[src/half_bridge_params.svh]
// constants of the half-bridge serial control port
// assumes a 20 MHz system clock and a 16-bit frame
`ifndef HALF_BRIDGE_PARAMS_SVH
`define HALF_BRIDGE_PARAMS_SVH

`define WORD_BITS          16
`define SYNC_STAGES        2
`define CW_STATUS_CLEAR    0
`define CW_OPEN_LOAD_N     13
`define CW_SHORT_DELAY     14
`define CW_SOFT_ENABLE     15
`define CW_RESET_VALUE     16'hE000
`define STAGE_COUNT        6
`define STAGE_BASE_BIT     3
`define STAGE_STRIDE       4
`define ST_TEMP_PREWARN    0
`define ST_SHORT_CIRCUIT   13
`define ST_ENABLED         14
`define ST_SUPPLY_FAIL     15
`define MCLK_FREQ_MHZ      20
`define SC_DELAY_LONG_US   12000
`define SC_DELAY_SHORT_US  1500
`define SENSE_BITS         16

`endif

[src/half_bridge_pkg.sv]
// types shared by the half-bridge serial control port
// assumes half_bridge_params.svh supplies the widths
`include "half_bridge_params.svh"

package half_bridge_pkg;
    typedef logic [`WORD_BITS-1:0]   word_t;
    typedef logic [`STAGE_COUNT-1:0] stage_vec_t;
    typedef enum logic [0:0] {
        FRAME_IDLE   = 1'b0,
        FRAME_ACTIVE = 1'b1
    } frame_state_t;
endpackage

[src/link_events_if.sv]
// synchronised link edges and sensor levels passed from sampler to core
// assumes both ends run on mclk_i
`timescale 1ns/1ps
`include "half_bridge_params.svh"

interface link_events_if;
    logic                   cs_fall;
    logic                   cs_rise;
    logic                   clk_fall;
    logic                   clk_rise;
    logic                   din;
    logic [`SENSE_BITS-1:0] sense;

    modport sampler (output cs_fall, cs_rise, clk_fall, clk_rise, din, sense);
    modport core    (input  cs_fall, cs_rise, clk_fall, clk_rise, din, sense);
endinterface

[src/link_sampler.sv]
// brings the serial pins and sensor levels into the mclk_i domain
// assumes all inputs are asynchronous to mclk_i
`timescale 1ns/1ps
`include "half_bridge_params.svh"

module link_sampler (
    input  wire logic                   mclk_i,
    input  wire logic                   rst_b_i,
    input  wire logic                   frame_sel_b_i,
    input  wire logic                   serial_clk_i,
    input  wire logic                   serial_in_line_i,
    input  wire logic [`SENSE_BITS-1:0] sense_i,
    link_events_if.sampler              ev
);
    localparam int W = 3 + `SENSE_BITS;

    logic [W-1:0] meta;
    logic [W-1:0] stable;
    logic [1:0]   prev;
    logic [W-1:0] next_meta;
    logic [W-1:0] next_stable;
    logic [1:0]   next_prev;

    always_comb begin
        next_meta   = {sense_i, serial_in_line_i, serial_clk_i, frame_sel_b_i};
        next_stable = meta;
        next_prev   = stable[1:0];
    end

    always_ff @(posedge mclk_i or negedge rst_b_i) begin
        if (!rst_b_i) begin
            meta   <= W'(1);
            stable <= W'(1);
            prev   <= 2'h1;
        end else begin
            meta   <= next_meta;
            stable <= next_stable;
            prev   <= next_prev;
        end
    end

    // edges are taken only from the second stage, never from meta
    assign ev.cs_fall  = prev[0] & ~stable[0];
    assign ev.cs_rise  = ~prev[0] & stable[0];
    assign ev.clk_fall = prev[1] & ~stable[1];
    assign ev.clk_rise = ~prev[1] & stable[1];
    assign ev.din      = stable[2];
    assign ev.sense    = stable[W-1:3];
endmodule

[src/half_bridge_serial_control.sv]
// serial control port of a triple half-bridge driver: control word in,
// status word out, stage switching with short-circuit shutdown timing
// assumes serial pins and sensor levels are asynchronous to mclk_i
`timescale 1ns/1ps
`include "half_bridge_params.svh"

module half_bridge_serial_control #(
    parameter int SC_LONG_CYCLES  = `SC_DELAY_LONG_US * `MCLK_FREQ_MHZ,
    parameter int SC_SHORT_CYCLES = `SC_DELAY_SHORT_US * `MCLK_FREQ_MHZ
) (
    input  wire logic                    mclk_i,
    input  wire logic                    rst_b_i,
    input  wire logic                    frame_sel_b_i,
    input  wire logic                    serial_clk_i,
    input  wire logic                    serial_in_line_i,
    input  wire logic                    hw_enable_i,
    input  wire logic                    temp_prewarn_i,
    input  wire logic                    over_temp_i,
    input  wire logic                    supply_uv_i,
    input  wire logic [`STAGE_COUNT-1:0] over_current_i,
    input  wire logic [`STAGE_COUNT-1:0] open_load_i,
    output logic                         serial_out_o,
    output logic                         serial_out_oe_b_o,
    output logic [`STAGE_COUNT-1:0]      stage_on_o,
    output logic                         open_load_en_o,
    output logic                         long_delay_o,
    output logic                         standby_o
);
    localparam int CW = $clog2(SC_LONG_CYCLES + 1);

    link_events_if ev ();

    link_sampler u_sampler (
        .mclk_i          (mclk_i),
        .rst_b_i         (rst_b_i),
        .frame_sel_b_i   (frame_sel_b_i),
        .serial_clk_i    (serial_clk_i),
        .serial_in_line_i(serial_in_line_i),
        .sense_i         ({open_load_i, over_current_i, supply_uv_i,
                           over_temp_i, temp_prewarn_i, hw_enable_i}),
        .ev              (ev.sampler)
    );

    logic                            hw_en_s;
    logic                            prewarn_s;
    logic                            ot_s;
    logic                            uv_s;
    half_bridge_pkg::stage_vec_t     oc_s;
    half_bridge_pkg::stage_vec_t     ol_s;

    assign hw_en_s   = ev.sense[0];
    assign prewarn_s = ev.sense[1];
    assign ot_s      = ev.sense[2];
    assign uv_s      = ev.sense[3];
    assign oc_s      = ev.sense[9:4];
    assign ol_s      = ev.sense[15:10];

    half_bridge_pkg::frame_state_t   state;
    half_bridge_pkg::frame_state_t   next_state;
    half_bridge_pkg::word_t          rx_shift;
    half_bridge_pkg::word_t          next_rx_shift;
    half_bridge_pkg::word_t          tx_shift;
    half_bridge_pkg::word_t          next_tx_shift;
    half_bridge_pkg::word_t          control_word;
    half_bridge_pkg::word_t          next_control_word;
    half_bridge_pkg::word_t          status_word;
    logic                            seen_fall;
    logic                            next_seen_fall;
    logic                            next_serial_out;
    logic                            next_serial_out_oe_b;
    logic                            short_circuit_flag;
    logic                            next_short_circuit_flag;
    logic                            supply_fail_flag;
    logic                            next_supply_fail_flag;
    logic                            over_temp_flag;
    logic                            next_over_temp_flag;
    logic                            next_open_load_en;
    logic                            next_long_delay;
    logic                            next_standby;
    half_bridge_pkg::stage_vec_t     next_stage_on;
    half_bridge_pkg::stage_vec_t     tripped;
    half_bridge_pkg::stage_vec_t     trip_evt;
    half_bridge_pkg::stage_vec_t     stage_req;
    logic                            apply;
    logic                            status_clear;
    logic                            enabled;
    logic [CW-1:0]                   sc_limit;

    // a frame is applied only when it was opened by a select fall
    assign apply        = ev.cs_rise && (state == half_bridge_pkg::FRAME_ACTIVE);
    assign status_clear = apply && rx_shift[`CW_STATUS_CLEAR];
    assign enabled      = hw_en_s & control_word[`CW_SOFT_ENABLE];
    assign sc_limit     = control_word[`CW_SHORT_DELAY] ? CW'(SC_LONG_CYCLES)
                                                        : CW'(SC_SHORT_CYCLES);

    always_comb begin
        status_word                    = '0;
        status_word[`ST_TEMP_PREWARN]  = prewarn_s;
        for (int k = 0; k < `STAGE_COUNT; k++) begin
            stage_req[k] = control_word[`STAGE_BASE_BIT + `STAGE_STRIDE * (k / 2) + (k % 2)];
            status_word[`STAGE_BASE_BIT + `STAGE_STRIDE * (k / 2) + (k % 2)] =
                control_word[`CW_OPEN_LOAD_N] ? stage_on_o[k] : ol_s[k];
        end
        status_word[`ST_SHORT_CIRCUIT] = short_circuit_flag;
        status_word[`ST_ENABLED]       = enabled;
        status_word[`ST_SUPPLY_FAIL]   = supply_fail_flag;
        if (over_temp_flag) begin
            status_word = '1;
        end
    end

    // frame engine; it ignores the enables so standby keeps the port alive
    always_comb begin
        next_state           = state;
        next_rx_shift        = rx_shift;
        next_tx_shift        = tx_shift;
        next_control_word    = control_word;
        next_seen_fall       = seen_fall;
        next_serial_out      = serial_out_o;
        next_serial_out_oe_b = serial_out_oe_b_o;
        case (state)
            half_bridge_pkg::FRAME_IDLE: begin
                next_serial_out_oe_b = 1'b1;
                if (ev.cs_fall) begin
                    next_state           = half_bridge_pkg::FRAME_ACTIVE;
                    next_tx_shift        = status_word >> 1;
                    next_serial_out      = status_word[0];
                    next_serial_out_oe_b = 1'b0;
                    next_seen_fall       = 1'b0;
                end
            end
            half_bridge_pkg::FRAME_ACTIVE: begin
                if (ev.cs_rise) begin
                    next_state           = half_bridge_pkg::FRAME_IDLE;
                    next_serial_out_oe_b = 1'b1;
                    next_control_word    = rx_shift;
                end else if (ev.clk_fall) begin
                    next_rx_shift  = {ev.din, rx_shift[`WORD_BITS-1:1]};
                    next_seen_fall = 1'b1;
                end else if (ev.clk_rise && seen_fall) begin
                    // the first rise only opens the bit cell of bit zero
                    next_serial_out = tx_shift[0];
                    next_tx_shift   = tx_shift >> 1;
                end
            end
            default: begin
                next_state           = half_bridge_pkg::FRAME_IDLE;
                next_serial_out_oe_b = 1'b1;
            end
        endcase
    end

    // hardware sets win over the clear carried by the same frame
    always_comb begin
        next_short_circuit_flag = (|trip_evt) | (short_circuit_flag & ~status_clear);
        next_supply_fail_flag   = uv_s | (supply_fail_flag & ~status_clear);
        next_over_temp_flag     = ot_s | (over_temp_flag & ~status_clear);
        next_stage_on = stage_req & ~tripped & {`STAGE_COUNT{enabled & ~over_temp_flag}};
        next_open_load_en       = ~control_word[`CW_OPEN_LOAD_N];
        next_long_delay         = control_word[`CW_SHORT_DELAY];
        next_standby            = ~enabled;
    end

    for (genvar k = 0; k < `STAGE_COUNT; k++) begin : g_stage
        logic [CW-1:0] sc_count;
        logic [CW-1:0] next_sc_count;
        logic          next_tripped;

        // a stage that stays in over-current for the selected delay is latched off
        always_comb begin
            trip_evt[k]   = 1'b0;
            next_sc_count = '0;
            if (stage_on_o[k] && oc_s[k]) begin
                if (sc_count >= sc_limit - CW'(1)) begin
                    trip_evt[k] = 1'b1;
                end else begin
                    next_sc_count = sc_count + CW'(1);
                end
            end
            next_tripped = trip_evt[k] | (tripped[k] & ~status_clear);
        end

        always_ff @(posedge mclk_i or negedge rst_b_i) begin
            if (!rst_b_i) begin
                sc_count   <= '0;
                tripped[k] <= 1'b0;
            end else begin
                sc_count   <= next_sc_count;
                tripped[k] <= next_tripped;
            end
        end
    end

    always_ff @(posedge mclk_i or negedge rst_b_i) begin
        if (!rst_b_i) begin
            state              <= half_bridge_pkg::FRAME_IDLE;
            rx_shift           <= '0;
            tx_shift           <= '0;
            control_word       <= `CW_RESET_VALUE;
            seen_fall          <= 1'b0;
            serial_out_o       <= 1'b0;
            serial_out_oe_b_o  <= 1'b1;
            short_circuit_flag <= 1'b0;
            supply_fail_flag   <= 1'b0;
            over_temp_flag     <= 1'b0;
            stage_on_o         <= '0;
            open_load_en_o     <= 1'b0;
            long_delay_o       <= 1'b1;
            standby_o          <= 1'b1;
        end else begin
            state              <= next_state;
            rx_shift           <= next_rx_shift;
            tx_shift           <= next_tx_shift;
            control_word       <= next_control_word;
            seen_fall          <= next_seen_fall;
            serial_out_o       <= next_serial_out;
            serial_out_oe_b_o  <= next_serial_out_oe_b;
            short_circuit_flag <= next_short_circuit_flag;
            supply_fail_flag   <= next_supply_fail_flag;
            over_temp_flag     <= next_over_temp_flag;
            stage_on_o         <= next_stage_on;
            open_load_en_o     <= next_open_load_en;
            long_delay_o       <= next_long_delay;
            standby_o          <= next_standby;
        end
    end
endmodule

[config.mk]
export PLATFORM = sky130hd
export DESIGN_NAME = half_bridge_serial_control
export DESIGN_NICKNAME = d
export VERILOG_FILES = /design/src/half_bridge_pkg.sv /design/src/link_events_if.sv /design/src/link_sampler.sv /design/src/half_bridge_serial_control.sv
export VERILOG_INCLUDE_DIRS = /design/src
export SDC_FILE = /design/constraint.sdc
export NUM_CORES = 1
export LEC_CHECK = 0
export BUFFER_PORTS_ARGS = -buffer_cell sky130_fd_sc_hd__buf_2
export CAP_MARGIN = 30
export CORE_ASPECT_RATIO = 0.75
export CORE_UTILIZATION = 62
export DETAILED_ROUTE_END_ITERATION = 8
export GPL_TIMING_DRIVEN = 0
export HOLD_SLACK_MARGIN = 0.08
export PLACE_DENSITY = 0.84
export SETUP_SLACK_MARGIN = 0.15
export SYNTH_ARGS = -nofsm -noshare
export SYNTH_HDL_FRONTEND = slang
export SYNTH_HIERARCHICAL = 1
export SYNTH_SLANG_ARGS = --single-unit
[constraint.sdc]
create_clock -name mclk_i -period 4 [get_ports mclk_i]
set_input_delay 0.8 -clock mclk_i [delete_from_list [all_inputs] [get_ports mclk_i]]
set_output_delay 0.8 -clock mclk_i [all_outputs]
set_load 0.005 [all_outputs]
Word-level counts from Yosys, hierarchy flattened
Index checks and enable logic that the tools add are counted.
{ "op_classes": {"n_addsub": 7, "order_cmp": 6, "n_eq_ne": 6, "muxes": 52, "bitwise_logic": 37, "reduce_logical": 14} }
{ "op_table": {"columns": ["cell", "count"], "rows": [
  ["$mux 18", 13],
  ["$add 18x1->18 const B", 6],
  ["$ge 18x18->1", 6],
  ["$mux 16", 5],
  ["$pmux 16 s2", 1],
  ["$mux 1", 29],
  ["$sub 18x1->18 const B", 1],
  ["$and 1x1->1", 15],
  ["$and 6x6->6", 2],
  ["$ne 2x2->1 const B", 5],
  ["$not 1->1", 10],
  ["$logic_and 1x1->1", 9],
  ["$or 1x1->1", 9],
  ["$pmux 1 s2", 4],
  ["$not 6->6", 1],
  ["$reduce_and 3->1", 2],
  ["$reduce_or 6->1", 1],
  ["$reduce_and 4->1", 1],
  ["$ne 2x1->1 const B", 1],
  ["$reduce_and 2->1", 1]
]} }
{ "word_totals": {"ff_bits": 218, "output_inout_bits": 11, "word_cells": 151} }

Longest topological paths before layout
Gate-level depths: netlist of run 1.
{ "depth": {"word_depth": 7, "mapped_depth": 10, "mapped_depth_nobuf": 8} }

Modules after synthesis
Netlist of run 1, hierarchy kept.
{ "modules_own_cells": {"columns": ["mod", "instances", "cells_each", "area_each_um2", "seq_area_each_um2"], "rows": [
  ["half_bridge_serial_control", 1, 859, 8690.8, 4261.6],
  ["link_sampler", 1, 60, 1159.9, 1004.7]
]} }

Worst setup path after synthesis of run 1
Ideal clock, no wire load.
{ "synth_timing": {"path_kind": "reg-to-reg", "start": "reg control_word[14]", "end": "reg g_stage[4].sc_count[13]", "arrival_time_ps": 3054, "required_time_ps": 3931, "path_slack_ps": 877, "stages_incl_launch_ff": 11, "cell_sequence": "dfstp_2 > inv_1 > ha_1 > and4b_1 > a211oi_2 > nand2_1 > a2111o_1 > or2_1 > buf_6 > buf_12 > nor2_4"} }
{ "synth_via": {"elab_chain_len": 5} }
{ "synth_lines": {"columns": ["element", "line_no", "text"], "rows": [
  ["start, declared", "half_bridge_serial_control.sv:64", "half_bridge_pkg::word_t control_word;"],
  ["start signal, assigned", "half_bridge_serial_control.sv:199", "control_word <= `CW_RESET_VALUE;"],
  ["start signal, assigned", "half_bridge_serial_control.sv:214", "control_word <= next_control_word;"],
  ["$mux 18", "half_bridge_serial_control.sv:93", "assign sc_limit = control_word[`CW_SHORT_DELAY] ? CW'(SC_LONG_CYCLES)"],
  ["$sub 18x1->18", "half_bridge_serial_control.sv:174", "if (sc_count >= sc_limit - CW'(1)) begin"],
  ["$ge 18x18->1", "half_bridge_serial_control.sv:174", null],
  ["$mux 18", "half_bridge_serial_control.sv:174", null],
  ["$mux 18", "half_bridge_serial_control.sv:173", "if (stage_on_o[k] && oc_s[k]) begin"],
  ["via g_stage[4].next_sc_count[13]", "half_bridge_serial_control.sv:166", "logic [CW-1:0] next_sc_count;"],
  ["end signal, assigned", "half_bridge_serial_control.sv:188", "sc_count <= next_sc_count;"],
  ["end, declared", "half_bridge_serial_control.sv:165", "logic [CW-1:0] sc_count;"]
]} }
The timed path passes the listed nets, and every way through them passes these cells.
A chain may end at the register's enable or synchronous reset.

Worst setup path after layout of run 1
{ "layout_timing": {"start": "reg control_word[14]", "end": "reg short_circuit_flag"} }
{ "layout_via": {"elab_chain_len": 7, "word_cells_on_any_way": 22, "cone_classes": "add/sub (1); order compare (6); mux (13); bitwise (1); reduce/logical (1)"} }
{ "layout_lines": {"columns": ["element", "line_no", "text"], "rows": [
  ["$mux 18 *", "half_bridge_serial_control.sv:93", null],
  ["$sub 18x1->18 *", "half_bridge_serial_control.sv:174", null],
  ["$ge 18x18->1", "half_bridge_serial_control.sv:174", null],
  ["$mux 1", "half_bridge_serial_control.sv:174", null],
  ["$mux 1", "half_bridge_serial_control.sv:173", null],
  ["$reduce_or 6->1 *", "half_bridge_serial_control.sv:155", "next_short_circuit_flag = (|trip_evt) | (short_circuit_flag & ~status_clear);"],
  ["$or 1x1->1 *", "half_bridge_serial_control.sv:155", null],
  ["via next_short_circuit_flag", "half_bridge_serial_control.sv:72", "logic next_short_circuit_flag;"],
  ["end signal, assigned", "half_bridge_serial_control.sv:218", "short_circuit_flag <= next_short_circuit_flag;"],
  ["end, declared", "half_bridge_serial_control.sv:71", "logic short_circuit_flag;"]
]} }
The timed path passes the listed nets; every way through them passes the cells marked *.

==> results.cfg, run 1 <==
[clock_tree]
clkLatencyLatePin_ns = 0.49
cts.sinks = 210
post_cts_buffers = 0
clkTransAtPathRegs_ns = 0.06
clock_path_buffers = 3
clk_root_buffer_cell = clkbuf_16
htreeDepth = 1
cts_tree = yes
cts_buffers = 20

[floorplanning]
initial_utilization = 0.641
design.die.area_um2 = 16400
num_rows = 39
die_height_um = 111
io_pins = 32
coreArea_um2 = 15400
fp.dieW_um = 148

[synthesis]
synthTopCellsByCount = dfrtp_1 (201), nor2_1 (149), nand2_1 (77)
synth_most_common_cell = dfrtp_1
synth_top_area_frac = 0.511
synthArstFlopShare = 1.00
synthesis.nets = 1000
yosysTopAreaCell = dfrtp_1
synthAdderAreaFrac = 0.0762
synthXorXnorAreaFrac = 0.0854
ys_ff_latch = 210
ys_seq_area_frac = 0.535
synth_flop_cell = dfrtp_1
synthMuxAreaShare = 0.0286
synth-edff-count = 0
syn_area_um2 = 9850
synth_top_family_by_area = simple AND/OR/NAND/NOR gates
syn_inst = 919
syn-mean-instance-area_um2 = 10.7
synthSimpleGateAreaFrac = 0.182
netlist-cell-type-count = 50
synth_compound_area_frac = 0.0663
synthTopCellsByArea = dfrtp_1 (51%), ha_1 (7.6%), nor2_1 (5.7%)
ys.warnings.count = 6

[global_route]
grt_overflow_total = 0
grt_pass1_wl_mm = 31.5
antenna_found_initial = 0
grt_pass1_vias = 6539
track_usage = 0.237
grt_max_degree = 124

[setup_path]
cp_max_fo = 36
required_ns = 4.33
end_kind = register
arrival_ns = 3.82
r2r_cells = 8
worstSetupPathType = register to register
critPathLaunchType = register

[outcome]
status = complete, no violations

[pwr]
power_frac_seq = 0.496
finalPower_mw = 5.00
pwr-share-clk = 0.376
p_int_mw = 3.66
p_sw_mw = 1.34
ir_worst_vdd_uv = 338
p_leak_nw = 4.95
power_density_nw_per_um2 = 456
p_comb_frac = 0.128
swShare = 0.269

[timing]
worst_slew_pin_slew_ns = 0.659
max-slew-margin-rel = 0.550
finalMaxSlewViolations = 0
final_hold_viol_count = 0
period_needed_ns = 3.48
rsz0062_at_grt = false
report.final.setup_viol = 0
finClkSkew_ns = 0.00774
max_freq_mhz = 287
fin_tns_setup_ns = 0
whs_ns = 0.303
timing.final.crit_share = 0.871

[layout]
final_util = 0.714
syn_to_final_growth_pct = 11.4
fillers = 1111
final_cells = 1192
nets = 1054
diodes = 0
drive_gt1_frac = 0.139

[placement]
dp_hpwl_mm = 12.1
dp.cells = 1156
port_buffers = 31
gp_congestion = 0.823

[drt]
num_vias = 6642
wirelength_mm = 18.5
drt_first_pass_iters = 5
drt_iter0_drc = 262
drc = 0
wire_per_inst_um = 15.5
vias_per_cell = 5.57
antenna_left = 0

[worst_hold_path]
min_path_type = input pin to asynchronous set/reset pin

[flow_run]
cap_violations = 0
[worst paths after layout]
kind                                   start                      to  slack, ns
min in group mclk_i        u_sampler/meta[4]     u_sampler/stable[4]       0.35
min reg2reg                u_sampler/meta[4]     u_sampler/stable[4]       0.35
max                         control_word[14]      short_circuit_flag       0.52
min                                  rst_b_i  g_stage[1].sc_count[8]       0.30
max reg2reg                 control_word[14]      short_circuit_flag       0.52
max in group asynchronous            rst_b_i  g_stage[5].sc_count[2]       2.68
[repair_timing]
item | in CTS | in global routing
setup endpoints to repair | 1 | 1
resized for setup | 1 | 1
pin swaps | 0 | 0
hold buffers | 0 | 0
[stage by stage]
stage | setup WS, ns | cell area, µm²
6_report | 0.517 | 11000
5_1_grt | 0.298 | 11000
4_1_cts | 0.265 | 11000
3_5_place_dp | 0.250 | 10300
3_3_place_gp | -1.31 | 10300
2_1_floorplan | 0.877 | 9850
[critical path: stages, from the launching register on]
cell       delay, ns
dfstp_4         0.84
inv_4           0.29
ha_1            0.38
a41oi_1         0.27
nor2_1          0.06
o311ai_0        0.41
a21oi_1         0.21
a2111oi_0       0.66
nand4_1         0.19
[layout by cell type (no fill, tap or decap), types with 16 or more instances in the layout]
master and n:
dfrtp_1 201, nor2_1 149, nand2_1 77, xor2_1 60
ha_1 60, nand3_1 56, xnor2_1 36, a21oi_1 34
buf_2 30, o21ai_0 27, mux2_2 25, clkbuf_16 21
clkbuf_1 16, buf_4 16
[cells by family (layout without fill, tap and decap cells)]
family	count (synthesis)	count (layout)
AO/OA/AOI/OAI	104	104
adder cells (fa/ha/maj)	60	60
multiplexers	25	25
flip-flops	210	210
XOR/XNOR	96	96
AND/OR/NAND/NOR	375	375
buffers and inverters	49	117
[metal layers]
layer  vias up  track usage  wire length (µm)
li1       3233            -                 -
met1      3245        0.351              8860
met2       125        0.364              8360
met3        39       0.0387               832
met4         0       0.0646               400
met5         -            0                 0
[cell type report]
cell class | instances | area (µm²) | area share
buffer | 34 | 211 | 0.0193
clock buffer | 30 | 629 | 0.0574
clock inverter | 6 | 33.8 | 0.00308
inverter | 15 | 58.8 | 0.00536
multi-input combinational | 660 | 4320 | 0.394
sequential | 210 | 5270 | 0.480
tap | 205 | 256 | 0.0234
timing repair buffer | 32 | 193 | 0.0176
[registers in the layout (all words and copies together) (netlist names)]
signal	flops
stage_on_o	6
tx_shift	15
long_delay_o	1
serial_out_oe_b_o	1
over_temp_flag	1
u_sampler/stable	19
open_load_en_o	1
short_circuit_flag	1
supply_fail_flag	1
state	1
seen_fall	1
tripped	6
control_word	9
standby_o	1
u_sampler/meta	19
u_sampler/prev	2
rx_shift	16
g_stage.sc_count	108
serial_out_o	1
[power groups by stage]
stage	logic (mW)	clock network [mW]	registers, mW
2_1_floorplan	0.426	0	2.45
5_1_grt	0.745	2.00	2.50
6_report	0.638	1.88	2.48
3_3_place_gp	0.591	0	2.50
3_5_place_dp	0.643	0	2.51
4_1_cts	0.648	1.91	2.48
Power figures use the tool's default switching activity.
==> inputs of run 2 (changes only) <==
--- a/config.mk
+++ b/config.mk
@@ -6,14 +6,15 @@
 export SDC_FILE = /design/constraint.sdc
 export NUM_CORES = 1
 export LEC_CHECK = 0
+export ABC_AREA = 1
 export BUFFER_PORTS_ARGS = -buffer_cell sky130_fd_sc_hd__buf_2
 export CAP_MARGIN = 30
 export CORE_ASPECT_RATIO = 0.75
-export CORE_UTILIZATION = 62
+export CORE_UTILIZATION = 26
 export DETAILED_ROUTE_END_ITERATION = 8
 export GPL_TIMING_DRIVEN = 0
 export HOLD_SLACK_MARGIN = 0.08
-export PLACE_DENSITY = 0.84
+export PLACE_DENSITY = 0.44
 export SETUP_SLACK_MARGIN = 0.15
 export SYNTH_ARGS = -nofsm -noshare
 export SYNTH_HDL_FRONTEND = slang
==> run 2 against run 1 <==
Worst setup slack gained 0.54 ns. Combinational power grew 38%. Sequential share of layout area shrank 5.0 points. Critical path type unchanged. Maximum frequency grew 18%. Sequential cell count is the same. Synthesized cell count grew 33%. Global-route usage shrank 12 points. Die area grew to 2.5 times the previous value. First-iteration DRC count grew 74%.
==> results.cfg, run 2 <==
[timing]
fin_tns_setup_ns = 0
finClkSkew_ns = 0.0328
period_needed_ns = 2.94
finalMaxSlewViolations = 0
whs_ns = 0.152
worst_slew_pin_slew_ns = 0.672
report.final.setup_viol = 0
max_freq_mhz = 340
max-slew-margin-rel = 0.552
final_hold_viol_count = 0
timing.final.crit_share = 0.736
rsz0062_at_grt = false

[floorplanning]
num_rows = 63
fp.dieW_um = 235
initial_utilization = 0.265
die_height_um = 177
coreArea_um2 = 39800
io_pins = 32
design.die.area_um2 = 41400

[synthesis]
synthTopCellsByCount = nand2_1 (274), dfrtp_1 (201), nor2_1 (196)
syn_inst = 1218
synth-edff-count = 0
ys_ff_latch = 210
synthTopCellsByArea = dfrtp_1 (48%), nand2_1 (9.7%), ha_1 (7.1%)
synth_most_common_cell = nand2_1
synthesis.nets = 1299
syn_area_um2 = 10600
synth_top_area_frac = 0.476
yosysTopAreaCell = dfrtp_1
syn-mean-instance-area_um2 = 8.67
synth_flop_cell = dfrtp_1
ys_seq_area_frac = 0.499
netlist-cell-type-count = 38
ys.warnings.count = 6
synthArstFlopShare = 1.00

[placement]
dp_hpwl_mm = 16.4
port_buffers = 31
dp.cells = 1772
gp_congestion = 0.784

[layout]
final_cells = 1816
fillers = 4182
nets = 1359
final_cell_mix = nand2_1 (274), dfrtp_1 (201), nor2_1 (196), inv_1 (114), ha_1 (60)
multiInputGateArea_um2 = 4620
largest-register = g_stage.sc_count
diodes = 0
final_common_cell = nand2_1
largest_registers = g_stage.sc_count x108, u_sampler/meta x19, u_sampler/stable x19
seq_area_um2 = 5270
drive_gt1_frac = 0.114
syn_to_final_growth_pct = 16.0
largest_reg_flops = 108

[worst_hold_path]
min_path_type = input pin to asynchronous set/reset pin

[setup_path]
r2r_start = control_word[14]
cp_cell_sequence = inv_2, buf_12, ha_1, nand2_1, inv_1, nand2_1, nand2_1, a21oi_1, nand4_2, buf_4, nor2_1
end_kind = register
critPathLaunchType = register
cp_max_fo = 35
crit_path_max_incr_delay_ns = 0.97
reg2reg_slack_ns = 1.06
cp_num_buf_inv = 4
cpMostUsedCell = nand2_1
crit_slowest_cell = dfstp_2
worstSetupPathType = register to register
r2r-end = g_stage[3].sc_count[15]
r2r_cells = 11
arrival_ns = 3.40
required_ns = 4.46
critical-path-top-delay-family = flip-flops

[clock_tree]
clkTransAtPathRegs_ns = 0.06
clk_root_buffer_cell = clkbuf_16
clock_path_buffers = 3
htreeDepth = 1
post_cts_buffers = 0
cts_resized = 0
cts.sinks = 210
holdBufCountCts = 0
clkLatencyLatePin_ns = 0.55
cts_tree = yes
cts_buffers = 24

[global_route]
grt_pass1_wl_mm = 40.5
grt_overflow_total = 0
antenna_found_initial = 0
track_usage = 0.120
grt_pass1_vias = 7746
grt_max_degree = 96

[drt]
vias_per_cell = 4.30
drt_first_pass_iters = 5
drt_iter0_drc = 455
wire_per_inst_um = 13.1
antenna_left = 0
num_vias = 7816
wirelength_mm = 23.7
drc = 0

[pwr]
p_int_mw = 4.01
power_density_nw_per_um2 = 463
p_sw_mw = 1.66
ir_worst_vdd_uv = 313
power_frac_seq = 0.449
p_comb_frac = 0.156
p_leak_nw = 5.58
pwr-share-clk = 0.395
swShare = 0.293

[outcome]
status = complete, no violations

[flow_run]
cap_violations = 0
[run 2: logic make-up after synthesis]
logic type,share of synthesized area
compound gates,0.0561
xor+xnor,0.0481
fa+ha+maj,0.0711
buf+inv,0.0638
flops,0.499
simple gates,0.262
[run 2: cell type report]
type,count,area share
sequential,210,0.430
timing repair buffer,34,0.0196
inverter,126,0.0386
buffer,32,0.0163
multi-input combinational,850,0.377
clock buffer,34,0.0546
clock inverter,10,0.0107
tap,520,0.0531
[run 2: power by group through the flow]
stage	sequential, mW	clock (mW)	combinational [mW]
after floorplan	2.52	0	0.597
after global placement	2.58	0	0.843
after detailed placement	2.58	0	0.904
after CTS	2.55	2.33	0.904
after global routing	2.58	2.43	1.05
final	2.55	2.24	0.883
[run 2: worst max-delay path by stage]
| stage | start | to | slack, ns | cells after the start |
|---|---|---|---|---|
| 2_1_floorplan | control_word[14] | g_stage[4].sc_count[14] | 1.35 | 10 |
| 3_3_place_gp | rst_b_i | u_sampler/meta[1] | -1.85 | 1 |
| 3_5_place_dp | control_word[14] | g_stage[3].sc_count[7] | 1.05 | 11 |
| 4_1_cts | control_word[14] | g_stage[3].sc_count[15] | 1.00 | 11 |
| 5_1_grt | control_word[14] | g_stage[3].sc_count[4] | 0.80 | 11 |
| 6_report | control_word[14] | g_stage[3].sc_count[15] | 1.06 | 11 |
[run 2: per-layer routing]
layer | GRT usage | vias up | routed length, µm
met1 | 0.180 | 3675 | 13000
met2 | 0.176 | 67 | 9590
met3 | 0.0225 | 31 | 738
met5 | 0 | - | 0
li1 | - | 4043 | -
met4 | 0.0271 | 0 | 422
[run 2: stage by stage]
| step | utilization | area, µm² | power [mW] | setup slack [ns] |
|---|---|---|---|---|
| floorplan | - | 10600 | 3.12 | 1.35 |
| global placement | 0.285 | 11400 | 3.42 | -1.85 |
| detailed placement | 0.288 | 11400 | 3.48 | 1.05 |
| CTS | 0.308 | 12200 | 5.78 | 1.00 |
| global route | 0.308 | 12200 | 6.06 | 0.804 |
| finish | 0.308 | 12200 | 5.67 | 1.06 |
